File: config.mk
export PLATFORM = sky130hd
export DESIGN_NAME = prcf_framer
export DESIGN_NICKNAME = d
export VERILOG_FILES = /design/src/core/prcf_pkg.sv /design/src/core/prcf_framer.sv /design/src/core/prcf_rx_parser.sv /design/src/core/prcf_tx_builder.sv
export VERILOG_INCLUDE_DIRS = /design/src /design/src/core
export SDC_FILE = /design/constraint.sdc
export NUM_CORES = 1
export LEC_CHECK = 0
export ABC_AREA = 1
export BUFFER_PORTS_ARGS = -buffer_cell sky130_fd_sc_hd__buf_2
export CAP_MARGIN = 20
export CELL_PAD_IN_SITES_DETAIL_PLACEMENT = 0
export CELL_PAD_IN_SITES_GLOBAL_PLACEMENT = 1
export CORE_UTILIZATION = 41
export CTS_BUF_LIST = sky130_fd_sc_hd__clkbuf_4
export CTS_CLUSTER_SIZE = 10
export DETAILED_ROUTE_END_ITERATION = 12
export GPL_ROUTABILITY_DRIVEN = 0
export GPL_TIMING_DRIVEN = 0
export PLACE_DENSITY = 0.92
export SLEW_MARGIN = 20
export SYNTH_ARGS = -nofsm -noshare
export SYNTH_HDL_FRONTEND = slang
export SYNTH_HIERARCHICAL = 1
export SYNTH_SLANG_ARGS = --single-unit
File: constraint.sdc
create_clock -name clk -period 2.5 [get_ports clk]
set_input_delay 0.25 -clock clk [delete_from_list [all_inputs] [get_ports clk]]
set_output_delay 0.25 -clock clk [all_outputs]
set_load 0.005 [all_outputs]
File: src/core/prcf_cfg.svh
// constants of the remote command framer: packet and operation codes, phy buffer, register map
// assumes nothing; included by the package and the modules
`ifndef PRCF_CFG_SVH
`define PRCF_CFG_SVH
`define PRCF_PKT_ID 2'h0
`define PRCF_TYPE_CMD 4'h8
`define PRCF_TYPE_CONF 4'hA
`define PRCF_CMD_FILL 8'h1C
`define PRCF_OP_NOP 3'h0
`define PRCF_OP_DISABLE 3'h1
`define PRCF_OP_SUSPEND 3'h2
`define PRCF_OP_CLRFAULT 3'h4
`define PRCF_OP_ENABLE 3'h5
`define PRCF_OP_RESUME 3'h6
`define PRCF_CONF_QUADS 14'h0002
`define PRCF_PHY_BUF 3'h6
`define PRCF_ADDR_CMD 4'h0
`define PRCF_ADDR_CTRL 4'h1
`define PRCF_ADDR_STAT 4'h2
`define PRCF_ADDR_TOKEN 4'h3
`define PRCF_ADDR_CONF 4'h4
`define PRCF_ADDR_RXCFG 4'h5
`endif

File: src/core/prcf_pkg.sv
// types of the remote command framer
// assumes the cfg header for the numbers
`include "prcf_cfg.svh"
package prcf_pkg;
  typedef enum logic [1:0] {
    PRCF_SPD_100,
    PRCF_SPD_200,
    PRCF_SPD_400,
    PRCF_SPD_UNDEF
  } prcf_speed_t;
  typedef enum logic [1:0] {
    PRCF_TX_IDLE,
    PRCF_TX_FIRST,
    PRCF_TX_SECOND
  } prcf_tx_state_t;
endpackage : prcf_pkg

File: src/core/prcf_framer.sv
// remote command framer: sends command packets to the phy, takes confirmations
// assumes phy tx side handshakes with tx_ready; rx arrives as one quadlet pair pulse
//
// Decided for this implementation: strobed register access and the register addresses.
`timescale 1ns/100ps
`include "prcf_cfg.svh"
module prcf_framer
  import prcf_pkg::*;
(
  input wire logic clk,
  input wire logic resetn,
  input wire logic [3:0] reg_addr,
  input wire logic [31:0] reg_wdata,
  input wire logic reg_wr,
  input wire logic reg_rd,
  output logic [31:0] reg_rdata,
  output logic tx_valid,
  output logic [31:0] tx_data,
  output logic tx_last,
  input wire logic tx_ready,
  input wire logic rx_valid,
  input wire logic [31:0] rx_first,
  input wire logic [31:0] rx_second,
  input wire logic [4:0] rx_ack,
  input wire logic [1:0] rx_speed,
  input wire logic [1:0] rx_pad,
  output logic buf_wr,
  output logic [2:0] buf_sel,
  output logic [31:0] buf_data
);
  ////////////////////////////////////////////////////////////////////////////
  logic [5:0] node_phys_identifier_q;
  logic [2:0] page_q;
  logic [3:0] port_q;
  logic [2:0] remote_op_code_q;
  logic [2:0] phy_buf_q;
  logic busy;
  logic [2:0] sent_op_q;
  logic pending_q;
  logic conf_seen_q;
  logic mismatch_q;
  logic [31:0] token_q;
  logic [31:0] conf_q;
  logic [31:0] cmd_quad;
  logic [31:0] hold_quad_q;
  prcf_tx_state_t tx_state_q;
  logic is_conf;
  logic inverse_ok;
  logic [3:0] conf_port;
  logic [3:0] port_status;
  logic accepted;
  logic [2:0] echoed_op;
  logic wr_cmd;
  logic wr_ctrl;
  logic start;
  logic conf_take;
  logic [31:0] token_d;
  logic [1:0] buf_step_q;
  logic [31:0] conf_hold_q;
  logic clr_seen;
  logic wr_rxcfg;
  prcf_speed_t speed_code;

  function automatic logic hit(input logic [3:0] a, input logic [3:0] off);
    hit = (a == off);
  endfunction : hit

  // status word: reported port and port bits above, local flags below
  function automatic logic [31:0] status_word(input logic [31:0] conf, input logic [3:0] flags);
    status_word = 32'h0000_0000;
    status_word[15:12] = conf[14:11];
    status_word[11:8] = conf[7:4];
    status_word[3:0] = flags;
  endfunction : status_word

  assign wr_cmd = reg_wr && hit(reg_addr, `PRCF_ADDR_CMD);
  assign wr_ctrl = reg_wr && hit(reg_addr, `PRCF_ADDR_CTRL);
  assign wr_rxcfg = reg_wr && hit(reg_addr, `PRCF_ADDR_RXCFG);
  assign clr_seen = wr_ctrl && reg_wdata[1];
  assign start = wr_ctrl && reg_wdata[0] && (tx_state_q == PRCF_TX_IDLE);
  // undefined speed code 11 is kept as received for software to judge
  assign speed_code = prcf_speed_t'(rx_speed);

  ////////////////////////////////////////////////////////////////////////////
  // command fields, held steady while a frame is out
  always_ff @(posedge clk) begin
    if (!resetn) begin
      node_phys_identifier_q <= 6'h00;
      page_q <= 3'h0;
      port_q <= 4'h0;
      remote_op_code_q <= `PRCF_OP_NOP;
    end else if (wr_cmd && (tx_state_q == PRCF_TX_IDLE)) begin
      node_phys_identifier_q <= reg_wdata[29:24];
      page_q <= reg_wdata[17:15];
      port_q <= reg_wdata[14:11];
      remote_op_code_q <= reg_wdata[2:0];
    end
  end

  always_ff @(posedge clk) begin
    if (!resetn) begin
      phy_buf_q <= `PRCF_PHY_BUF;
    end else if (wr_rxcfg) begin
      phy_buf_q <= reg_wdata[2:0];
    end
  end

  // the echo is matched against the code actually sent, not a later write
  always_ff @(posedge clk) begin
    if (!resetn) begin
      sent_op_q <= `PRCF_OP_NOP;
    end else if (start) begin
      sent_op_q <= remote_op_code_q;
    end
  end

  prcf_tx_builder u_builder (
    .node_phys_identifier(node_phys_identifier_q),
    .page(page_q),
    .port(port_q),
    .remote_op_code(remote_op_code_q),
    .quadlet(cmd_quad)
  );

  ////////////////////////////////////////////////////////////////////////////
  // transmit: first quadlet then its inverse
  // a start while a frame is out is dropped, not queued
  always_ff @(posedge clk) begin
    if (!resetn) begin
      tx_state_q <= PRCF_TX_IDLE;
      hold_quad_q <= 32'h0000_0000;
    end else begin
      unique case (tx_state_q)
        PRCF_TX_IDLE: begin
          if (start) begin
            tx_state_q <= PRCF_TX_FIRST;
            hold_quad_q <= cmd_quad;
          end
        end
        PRCF_TX_FIRST: begin
          if (tx_ready) begin
            tx_state_q <= PRCF_TX_SECOND;
          end
        end
        PRCF_TX_SECOND: begin
          if (tx_ready) begin
            tx_state_q <= PRCF_TX_IDLE;
          end
        end
        default: begin
          tx_state_q <= PRCF_TX_IDLE;
        end
      endcase
    end
  end

  assign tx_valid = (tx_state_q != PRCF_TX_IDLE);
  assign tx_last = (tx_state_q == PRCF_TX_SECOND);
  assign tx_data = (tx_state_q == PRCF_TX_SECOND) ? ~hold_quad_q : hold_quad_q;
  assign busy = tx_valid;

  ////////////////////////////////////////////////////////////////////////////
  prcf_rx_parser u_parser (
    .first_q(rx_first),
    .second_q(rx_second),
    .is_conf(is_conf),
    .inverse_ok(inverse_ok),
    .conf_port(conf_port),
    .port_status(port_status),
    .accepted(accepted),
    .echoed_op(echoed_op)
  );

  assign conf_take = rx_valid && is_conf && inverse_ok;

  always_comb begin
    token_d = 32'h0000_0000;
    token_d[29:16] = `PRCF_CONF_QUADS;
    token_d[15] = 1'b0;
    token_d[14] = 1'b1;
    token_d[12:8] = rx_ack;
    token_d[7:6] = rx_pad;
    token_d[5:4] = speed_code;
  end

  // pending is set by a sent command, cleared by its answer; a new send wins
  always_ff @(posedge clk) begin
    if (!resetn) begin
      pending_q <= 1'b0;
    end else if (tx_state_q == PRCF_TX_SECOND && tx_ready) begin
      pending_q <= 1'b1;
    end else if (conf_take) begin
      pending_q <= 1'b0;
    end
  end

  // an arriving confirmation wins over a software clear in the same cycle
  always_ff @(posedge clk) begin
    if (!resetn) begin
      conf_seen_q <= 1'b0;
      mismatch_q <= 1'b0;
    end else if (conf_take) begin
      conf_seen_q <= 1'b1;
      mismatch_q <= !pending_q || (echoed_op != sent_op_q);
    end else if (clr_seen) begin
      conf_seen_q <= 1'b0;
      mismatch_q <= 1'b0;
    end
  end

  // last token and confirmation kept for software
  always_ff @(posedge clk) begin
    if (!resetn) begin
      token_q <= 32'h0000_0000;
      conf_q <= 32'h0000_0000;
    end else if (conf_take) begin
      token_q <= token_d;
      conf_q <= rx_first;
    end
  end

  ////////////////////////////////////////////////////////////////////////////
  // token then quadlet into the phy buffer
  always_ff @(posedge clk) begin
    if (!resetn) begin
      buf_step_q <= 2'h0;
      buf_wr <= 1'b0;
    end else if (conf_take) begin
      buf_step_q <= 2'h1;
      buf_wr <= 1'b1;
    end else if (buf_step_q == 2'h1) begin
      buf_step_q <= 2'h0;
      buf_wr <= 1'b1;
    end else begin
      buf_wr <= 1'b0;
    end
  end

  // the token goes first so the host can size its read before the data
  always_ff @(posedge clk) begin
    if (!resetn) begin
      buf_sel <= `PRCF_PHY_BUF;
      buf_data <= 32'h0000_0000;
      conf_hold_q <= 32'h0000_0000;
    end else if (conf_take) begin
      buf_sel <= phy_buf_q;
      buf_data <= token_d;
      conf_hold_q <= rx_first;
    end else if (buf_step_q == 2'h1) begin
      buf_data <= conf_hold_q;
    end
  end

  ////////////////////////////////////////////////////////////////////////////
  always_ff @(posedge clk) begin
    if (!resetn) begin
      reg_rdata <= 32'h0000_0000;
    end else if (reg_rd) begin
      unique case (reg_addr)
        `PRCF_ADDR_CMD: reg_rdata <= cmd_quad;
        `PRCF_ADDR_STAT: begin
          reg_rdata <= status_word(conf_q, {mismatch_q, conf_seen_q, pending_q, busy});
        end
        `PRCF_ADDR_TOKEN: reg_rdata <= token_q;
        `PRCF_ADDR_CONF: reg_rdata <= conf_q;
        `PRCF_ADDR_RXCFG: reg_rdata <= {29'h0000_0000, phy_buf_q};
        default: reg_rdata <= 32'h0000_0000;
      endcase
    end else begin
      reg_rdata <= 32'h0000_0000;
    end
  end

endmodule : prcf_framer

File: src/core/prcf_rx_parser.sv
// decodes a received phy packet quadlet pair as a confirmation
// assumes both quadlets are presented together, same clock
`timescale 1ns/100ps
`include "prcf_cfg.svh"
module prcf_rx_parser
  import prcf_pkg::*;
(
  input wire logic [31:0] first_q,
  input wire logic [31:0] second_q,
  output logic is_conf,
  output logic inverse_ok,
  output logic [3:0] conf_port,
  output logic [3:0] port_status,
  output logic accepted,
  output logic [2:0] echoed_op
);
  always_comb begin
    is_conf = (first_q[31:30] == `PRCF_PKT_ID) && (first_q[21:18] == `PRCF_TYPE_CONF);
    inverse_ok = (second_q == ~first_q);
    conf_port = first_q[14:11];
    port_status = first_q[7:4];
    accepted = first_q[3];
    echoed_op = first_q[2:0];
  end
endmodule : prcf_rx_parser

File: src/core/prcf_tx_builder.sv
// builds the first quadlet of a remote command packet
// assumes inputs are held stable by the caller while framing
`timescale 1ns/100ps
`include "prcf_cfg.svh"
module prcf_tx_builder
  import prcf_pkg::*;
(
  input wire logic [5:0] node_phys_identifier,
  input wire logic [2:0] page,
  input wire logic [3:0] port,
  input wire logic [2:0] remote_op_code,
  output logic [31:0] quadlet
);
  always_comb begin
    quadlet = 32'h0000_0000;
    quadlet[31:30] = `PRCF_PKT_ID;
    quadlet[29:24] = node_phys_identifier;
    quadlet[21:18] = `PRCF_TYPE_CMD;
    quadlet[17:15] = page;
    quadlet[14:11] = port;
    quadlet[10:3] = `PRCF_CMD_FILL;
    quadlet[2:0] = remote_op_code;
  end
endmodule : prcf_tx_builder

# Word level (Yosys, flattened, before mapping)
# Cells that the tools add are included.
[word_totals]
regBits = 158
inputBits = 115
output_inout_bits = 102
wordCells = 76
[classes]
n_eq_ne = 13
n_mux = 17
bitwise_logic = 3
n_reduce_logical = 24
[ops]
columns = ["op", "count"]
rows = [
  ["$pmux 32 s5", 1],
  ["$mux 18", 2],
  ["$eq 32x32->1", 1],
  ["$mux 32", 1],
  ["$not 30->32", 1],
  ["$not 32->32", 1],
  ["$logic_and 1x1->1", 11],
  ["$mux 1", 9],
  ["$eq 4x2->1 const B", 2],
  ["$eq 4x3->1 const B", 2],
  ["$reduce_bool 2->1", 4],
  ["$mux 2", 3],
  ["$pmux 2 s3", 1],
  ["$eq 4x1->1 const B", 1],
  ["$eq 4x4->1 const B", 1],
  ["$logic_not 2->1", 2],
  ["$logic_not 4->1", 1],
  ["$ne 2x2->1 const B", 2],
  ["$reduce_and 2->1", 2],
  ["$ne 3x3->1", 1],
  ["$reduce_and 3->1", 1],
  ["$eq 2x1->1 const B", 1],
  ["$eq 2x2->1 const B", 1],
  ["$ne 2x1->1 const B", 1],
  ["other kinds (4)", 4],
]

# Depth between registers and ports, before layout
# Gate-level depths: netlist (run 1).
[depth]
word_depth = 6
mapped_depth = 15
depth_no_buf = 13

# Hierarchy
# The synthesis (run 1) kept the hierarchy.
[modules_own_cells]
columns = ["module", "instances", "cells_each", "area_each_um2", "seq_area_each_um2"]
rows = [
  ["prcf_framer", 1, 937, 6901.6, 3403.3],
  ["prcf_rx_parser", 1, 177, 750.7, 0.0],
  ["prcf_tx_builder", 1, 34, 247.7, 0.0],
]

# Least setup slack after synthesis (run 1)
# Ideal clock, no wire load.
[synth_path]
kind = "in2reg"
startpoint = "in rx_first[18]"
endpoint = "reg conf_hold_q[24]"
setup_time_ns = 0.117
arrival_ns = 1.599
required_ns = 2.383
setup_slack_ns = 0.784
stages = 14
n_path_buf = 2
cell_sequence = "inv_1 -> nand2_1 -> nand2_1 -> nor2_1 -> nand2_1 -> nor2_1 -> nand2_1 -> nor2_1 -> buf_4 -> nand3_1 -> nand2_1 -> inv_2 -> buf_2 -> a22o_1"
[synth_between]
elab_cells_between_ends = 6
cone_classes = "2 x eq/ne; 1 x bitwise; 3 x reduce/logical"
[synth_rtl]
columns = ["element", "line_no", "text"]
rows = [
  ["start: declaration", "prcf_framer.sv:22", "input wire logic [31:0] rx_first,"],
  ["$not 32->32", "prcf_rx_parser.sv:19", "inverse_ok = (second_q == ~first_q);"],
  ["$eq 32x32->1", "prcf_rx_parser.sv:19", ""],
  ["named net inverse_ok", "prcf_framer.sv:48", "logic inverse_ok;"],
  ["$logic_and 1x1->1", "prcf_framer.sv:174", "assign conf_take = rx_valid && is_conf && inverse_ok;"],
  ["end signal: assignment", "prcf_framer.sv:248", "conf_hold_q <= rx_first;"],
  ["end: declaration", "prcf_framer.sv:59", "logic [31:0] conf_hold_q;"],
]
# The timed path passes the listed nets, and every way through them passes these cells.
# A chain may end at the register's enable or synchronous reset.

# Worst setup path in the final report (run 1)
[layout_path]
startpoint = "in rx_first[18]"
endpoint = "reg conf_hold_q[17]"
# Same word-level chain as after synthesis.

==> results of run 1 <==
## final cells by class
| class | instances | share of cell area, % |
|---|---|---|
| Buffer | 91 | 5.30 |
| Clock inverter | 12 | 1.22 |
| Sequential cell | 170 | 33.9 |
| Multi-Input combinational cell | 771 | 34.8 |
| Antenna cell | 2 | 0.0498 |
| Clock buffer | 19 | 1.42 |
| Timing Repair Buffer | 259 | 15.9 |
| Inverter | 121 | 4.52 |
| Tap cell | 234 | 2.91 |
## worst max-delay path, delay by kind of cell
kind,cells,cell delay (ns)
AOI/OAI and AO/OA,1,0.09
and+or+nand+nor,10,1.26
buffers and inverters,5,1.22
## routing by layer
layer  wire length, um  GRT usage, %  share of wire (%)
met1             10900          31.2                 48
met2             10300          37.6                 45
met3              1300          5.13                5.7
met4               363          7.29                1.6
met5                 0             0                  0
## repair_timing
| item | CTS | global route |
|---|---|---|
| hold buffers | 61 | 0 |
| setup buffers | 0 | 0 |
| setup endpoints to repair | 0 | 3 |
| hold endpoints to repair | 59 | 0 |
| gates resized for setup | 0 | 0 |
## through the flow
step | cell area, um2 | setup slack [ns] | std cells
after floorplan | 7890 | 0.784 | 1153
after global placement | 9170 | 0.0890 | 1585
after detailed placement | 9170 | 0.113 | 1585
after CTS | 10000 | 0.161 | 1677
after global routing | 10000 | -0.0230 | 1678
final | 10000 | 0.199 | 1679
## sequential cells by signal, indices dropped and copies added, names as in the netlist, 2 cells and up
signal                  count
port_q                      4
node_phys_identifier_q      6
token_q                    10
tx_state_q                  2
hold_quad_q                32
buf_sel                     3
remote_op_code_q            3
reg_rdata                  32
sent_op_q                   3
page_q                      3
conf_hold_q                32
buf_data                   32
phy_buf_q                   3
## final timing paths
check | depth (start not counted) | end | startpoint
worst min-delay path | 4 | port_q[2] | reg_wdata[13]
worst min register to register | 2 | token_q[14] | token_q[14]
worst max register to register | 8 | port_q[1] | tx_state_q[0]
worst max-delay path | 16 | conf_hold_q[17] | rx_first[18]
## placed cells by master, fill, tap and decap left out
| cell type | count |
|---|---|
| inv_6 | 2 |
| nor2_4 | 1 |
| xor2_1 | 33 |
| o22a_1 | 1 |
| o21ai_0 | 9 |
| buf_6 | 1 |
| dfxtp_1 | 170 |
| clkinv_1 | 5 |
| nand4_1 | 10 |
| buf_1 | 4 |
| nor3_1 | 1 |
| and2_1 | 1 |
| buf_4 | 41 |
| dlygate4sd3_1 | 61 |
| bufinv_16 | 2 |
| clkinv_2 | 1 |
| a22o_1 | 22 |
| clkinvlp_4 | 1 |
| xnor2_1 | 7 |
| nor2_2 | 6 |
| clkbuf_1 | 21 |
| a21oi_1 | 57 |
| clkbuf_4 | 19 |
| diode_2 | 2 |
| buf_2 | 222 |
| inv_2 | 3 |
| inv_1 | 117 |
| nand3_1 | 73 |
| nor2_1 | 161 |
| nand3b_1 | 15 |
| clkinv_4 | 2 |
| nand2_1 | 357 |
| conb_1 | 16 |
| a22oi_1 | 1 |
## power groups by stage
stage	registers [uW]	logic (uW)	clock network (uW)
floorplan	2790	261	0
global placement	2800	463	0
detailed placement	2800	466	0
CTS	2740	536	1590
global route	2740	601	1690
finish	2740	540	1550
==> flow_summary.toml, run 1 <==
[power]
power.share.clock_pct = 32.2
p_seq_share_pct = 56.6
cellLeakagePower_uw = 0.00541
intPower_uw = 3580
p_total_uw = 4830
p_sw_share_pct = 25.9
p_switching_uw = 1250
vdd_drop_max_v = 0.000221
pwr-share-comb_pct = 11.2
power_density_nw_per_um2 = 481

[global_route]
grt_use_total_pct = 23.4
grt_max_degree = 17
overflow = 0
grt_first_pass_wirelength_um = 35300
antenna_found_initial = 1
grt_pass1_vias = 6794

[worst_setup_path]
path_class = "input port to flop"
cp.required_ns = 3.01
worst_path_most_repeated_cell = "nand2_1"
path_max_fanout = 10
r2r_slack_ns = 0.91
worst_ep_arrival_time_ns = 2.81
critPathMaxStageDelay_ns = 0.52
cp_slowest_cell = "dlygate4sd3_1"
startpoint_type = "input port"
worstSetupEndpointType = "flop"
crit_chain = "dlygate4sd3_1, buf_2, inv_1, nand2_1, nand2_1, nor2_1, nand2_1, nor2_1, nand2_1, nor2_1, buf_4, nand3_1, nor2_2, buf_2, nand2_1, o21ai_0"

[timing]
fmax_ghz = 0.435
rsz0062_at_grt = "yes"
clock-skew-final_ns = 0.0282
fin_hold_ws_ns = 0.0502
period_minus_slack_ns = 2.30
finalCritPeriodShare_pct = 92.1
finalSetupTns_ns = 0
report.final.slew_viol_count = 0
relSlewSlack_pct = 56.7
hold_viol_final = 0
setup_viol = 0
worstMarginPinSlew_ns = 0.647

[die]
dieArea_um2 = 19700
rows = 50
die_y_um = 140
start_util_pct = 41.9
core_area_um2 = 18700
die_w_um = 140
num_io_pins = 217

[cts]
root_buffer = "clkbuf_4"
insertion_delay_ns = 0.58
htree_levels = 4
numCtsBuffers = 17
clock-sinks = 170
cts.reportedPaths.clkPinSlew_ns = 0.14
cts_buffer_depth = 2
cts_tree = "built"

[final_layout]
layout-drive-gt1-share_pct = 20.9
finalNetCount = 1546
multi_input_area_um2 = 3490
register_area_um2 = 3400
fin_util_pct = 53.7
nFillCells = 1859
syn2layout_area_growth_pct = 28.3

[detailed_routing]
dr_total_vias = 7645
ant_nets = 0
wl_um = 22900
drt_first_iter_violations = 487
drc = 0
vias_per_cell = 4.55
drt-pass1-iter-count = 7
wl_per_cell_um = 13.6

[synth]
synth.avg_cell_area_um2 = 6.88
syn_inst = 1139
syn_area_um2 = 7830
synth_warnings = 6

[hold_path]
min_path_type = "input port to flop"

[run_status]
status = "complete, no violations"

[placement]
dp_hpwl_um = 17500
io_buffers = 198

[flow_run]
max_cap_violations = 0
Note: power is estimated with default switching activity, not from simulation.
==> inputs of run 2 (changes only) <==
- RECOVER_POWER: unset -> 50
==> flow_summary.toml, run 2 (synthesis results as in run 1) <==
[worst_setup_path]
path_buf_inv = 5
r2r_cells = 8
worst_ep_arrival_time_ns = 2.83
path_class = "input port to flop"
crit_family = "buffers and inverters"
critPathMaxStageDelay_ns = 0.52
cp_slowest_cell = "dlygate4sd3_1"
crit_chain = "dlygate4sd3_1, buf_2, inv_1, nand2_1, nand2_1, nor2_1, nand2_1, nor2_1, nand2_1, nor2_1, buf_4, nand3_1, nor2_2, buf_2, a22o_1"
worst_path_most_repeated_cell = "nand2_1"
startpoint_type = "input port"
worstSetupEndpointType = "flop"
cp.required_ns = 3.04
cp_num_cells = 15
path_max_fanout = 10

[cts]
cts_tree = "built"
root_buffer = "clkbuf_4"
htree_levels = 4
clock-sinks = 170
cts_buffer_depth = 2
post_cts_buffers = 0
cts.reportedPaths.clkPinSlew_ns = 0.14
numCtsBuffers = 17
insertion_delay_ns = 0.59

[global_route]
overflow = 0
grt_first_pass_wirelength_um = 35300
grt_max_degree = 17
antenna_found_initial = 1
grt_use_total_pct = 23.4
grt_pass1_vias = 6794

[final_layout]
layout-drive-gt1-share_pct = 18.4
mostFrequentLayoutCells = "357 x nand2_1, 195 x buf_2, 170 x dfxtp_1"
fin_util_pct = 53.4
stdcell_count = 1678
syn2layout_area_growth_pct = 27.4
final_common_cell = "nand2_1"
finalNetCount = 1546

[timing]
relSlewSlack_pct = 56.5
setup_viol = 0
rsz0062_at_grt = "yes"
report.final.slew_viol_count = 0
finalSetupTns_ns = 0
clock-skew-final_ns = 0.0317
worstMarginPinSlew_ns = 0.651
period_minus_slack_ns = 2.29
finalCritPeriodShare_pct = 91.6
fmax_ghz = 0.437
hold_viol_final = 0

[die]
start_util_pct = 41.9
dieArea_um2 = 19700
rows = 50
die_y_um = 140
die_w_um = 140
num_io_pins = 217
core_area_um2 = 18700

[power]
power_density_nw_per_um2 = 484
vdd_drop_max_v = 0.000221
cellLeakagePower_uw = 0.00530

[detailed_routing]
ant_nets = 0
wl_per_cell_um = 13.6
vias_per_cell = 4.56
drt-pass1-iter-count = 7
wl_um = 22900
dr_total_vias = 7659
drt_first_iter_violations = 506
drc = 0

[flow_run]
max_cap_violations = 0

[placement]
dp_hpwl_um = 17500
dp_cells = 1585
io_buffers = 198

[run_status]
status = "complete, no violations"

[hold_path]
whs_path_depth = 4
min_path_type = "input port to flop"
==> run 2: cell count changes in the layout (fill, tap and decap cells not counted), moves of 3 or more <==
cell and delta:
buf_2 -27, clkbuf_1 +31, nor2_2 -3, nor2_1 +4, buf_4 -3
==> run 2: worst register-to-register path, cell delays in order, from the launching register on <==
cell and delay [ns]:
dfxtp_1 0.34, inv_1 0.07, nand2_1 0.15, nor2_1 0.42, and2_0 0.19, clkbuf_1 0.29, clkbuf_1 0.48, nor2_1 0.10
nor2_1 0.13
==> run 2: metrics by stage <==
stage               area, um2  hold WS (ns)  total power [uW]  setup WS [ns]
floorplan                7890         0.353              3050          0.784
global placement         9170         0.435              3260         0.0890
detailed placement       9170         0.438              3260          0.113
CTS                     10000       0.00193              4860          0.161
global route             9980        0.0294              5020        -0.0230
finish                   9980        0.0464              4830          0.210
==> run 2: routing by layer <==
metal | global-route usage, % | wire length, um | part of all wire (%)
met5 | 0 | 0 | 0
met4 | 7.29 | 342 | 1.5
met3 | 5.13 | 1320 | 5.8
met2 | 37.6 | 10400 | 45
met1 | 31.2 | 10800 | 47
==> run 2: final timing paths <==
| kind | from | endpoint | slack (ns) |
|---|---|---|---|
| worst min register to register | token_q[14] | token_q[14] | 0.46 |
| worst max register to register | tx_state_q[0] | port_q[1] | 0.26 |
| worst min-delay path | reg_wdata[13] | port_q[2] | 0.05 |
| worst max-delay path | rx_first[18] | buf_sel[0] | 0.21 |
==> run 2: repair_timing <==
item | CTS | global route
gates resized for setup | 0 | 0
endpoints found under the hold margin | 59 | 0
hold buffers | 61 | 0
setup endpoints to repair | 0 | 3
==> run 2: area by class of cell <==
type | count | area, um2
inverter | 121 | 454
fill | 1885 | 8730
timing repair buffer | 259 | 1580
buffer | 91 | 507
tap | 234 | 293
antenna | 1 | 2.50
multi-input combinational | 771 | 3480
sequential | 170 | 3400
clock buffer | 19 | 143
clock inverter | 12 | 123
==> run 2: power by group <==
group | internal [uW] | switching (uW) | total [uW]
Sequential | 2730 | 9.90 | 2740
Combinational | 244 | 290 | 535
Clock | 604 | 957 | 1560
Total | 3570 | 1260 | 4830
==> inputs of run 3 (changes only) <==
- ABC_AREA: 1 -> unset
- CORE_UTILIZATION: 41 -> 43
==> flow_summary.toml, run 3 <==
[detailed_routing]
drt-pass1-iter-count = 5
route.met2.wl_um = 10600
route.met3.wl_um = 1420
vias_per_cell = 5.20
drc = 0
wl_per_cell_um = 17.0
wl_um = 23900
dr_total_vias = 7305
maxUsedRoutingLayer = "met4"
wl_met1_um = 11000
ant_nets = 0
drt_first_iter_violations = 444

[placement]
io_buffers = 199
place_area_um2 = 9030
dp_cells = 1312
dp_hpwl_um = 18100

[cts]
cts_tree = "built"
clock-sinks = 170
cts_buffer_depth = 2
cts.reportedPaths.clkPinSlew_ns = 0.15
numCtsBuffers = 17
insertion_delay_ns = 0.60
root_buffer = "clkbuf_4"
htree_levels = 4
post_cts_buffers = 0

[power]
vdd_drop_max_v = 0.000269
power_density_nw_per_um2 = 515
cellLeakagePower_uw = 0.00376

[run_status]
status = "complete, no violations"

[timing]
period_minus_slack_ns = 2.47
setup_viol = 0
finalSetupTns_ns = 0
fmax_ghz = 0.404
fin_hold_ws_ns = 0.0242
rsz0062_at_grt = "no"
report.final.slew_viol_count = 0
relSlewSlack_pct = 15.1
clock-skew-final_ns = 0.0229
hold_viol_final = 0
finalCritPeriodShare_pct = 99.0
worstMarginPinSlew_ns = 1.26

[final_layout]
mostFrequentLayoutCells = "182 x buf_2, 170 x dfxtp_1, 111 x a21oi_1"
finalNetCount = 1279
postLayoutCellArea_um2 = 9870
final_common_cell = "buf_2"
nFillCells = 1689
layout-drive-gt1-share_pct = 23.8
syn2layout_area_growth_pct = 28.2
fin_util_pct = 56.7
stdcell_count = 1404

[die]
die_y_um = 136
rows = 48
num_io_pins = 217
dieArea_um2 = 18500
die_w_um = 136
start_util_pct = 44.2
core_area_um2 = 17400

[flow_run]
max_cap_violations = 0

[worst_setup_path]
worst_ep_arrival_time_ns = 2.94
startpoint_type = "input port"
path_class = "input port to flop"
cp.required_ns = 2.96
worstSetupEndpointType = "flop"
path_max_fanout = 10

[global_route]
grt_pass1_vias = 6804
grt_first_pass_wirelength_um = 36300
grt_max_degree = 17
antenna_found_initial = 1
grt_use_total_pct = 26.0
overflow = 0

[synth]
synth.avg_cell_area_um2 = 8.81
syn_inst = 874
synth_warnings = 6
syn_area_um2 = 7700

[hold_path]
min_path_type = "input port to flop"
## run 3: layer usage
layer / vias up / global-route usage [%]
met2: 264 / 39.9
met5: - / 0
met3: 50 / 4.66
met4: 0 / 11.7
met1: 3392 / 35.6
li1: 3599 / -
## run 3: where the power goes
group / leakage, uW / internal, uW / switching, uW
registers: 0.00137 / 2720 / 4.27
clock network: 0.000171 / 814 / 1040
logic: 0.00222 / 236 / 276
total: 0.00376 / 3770 / 1320
## run 3: final cells by class
cell class	count	area (um2)	share of cell area, %
repair buffers	258	1530	15.5
plain buffers	111	611	6.18
clock inverters	15	213	2.15
diodes	2	5.00	0.0507
clock buffers	17	128	1.29
multi-input cells	602	3690	37.3
well taps	225	282	2.85
flip-flops and latches	170	3400	34.5
inverters	4	15.0	0.152
## run 3: timing repair
item	CTS	global route
hold endpoints to repair	72	0
endpoints found under the setup margin	0	30
resized for setup	0	2
hold buffers	59	0
## run 3: path summary, 6_finish.rpt
check,startpoint,to,slack [ns],cells past startpoint
worst max register to register,tx_state_q[1],hold_quad_q[26],0.40,5
worst min register to register,token_q[4],token_q[4],0.47,2
worst min-delay path,resetn,phy_buf_q[2],0.02,2
worst max-delay path,rx_first[20],pending_q,0.03,11
## run 3: through the flow
step,setup WS [ns],power [uW]
after global routing,0.0166,5260
final,0.0255,5080
after global placement,-0.0675,3210
after CTS,0.00111,5110
after floorplan,0.789,3030
after detailed placement,-0.0213,3220
## run 3: worst max-delay path, stage by stage
cell and delay, ns:
dlygate4sd3_1 0.53, buf_2 0.14, xnor2_1 0.17, nor4_1 0.45, nand4_1 0.16, nor2_1 0.15, nand3_1 0.19, clkbuf_1 0.30
clkbuf_1 0.33, a22oi_1 0.21, nor2_1 0.05
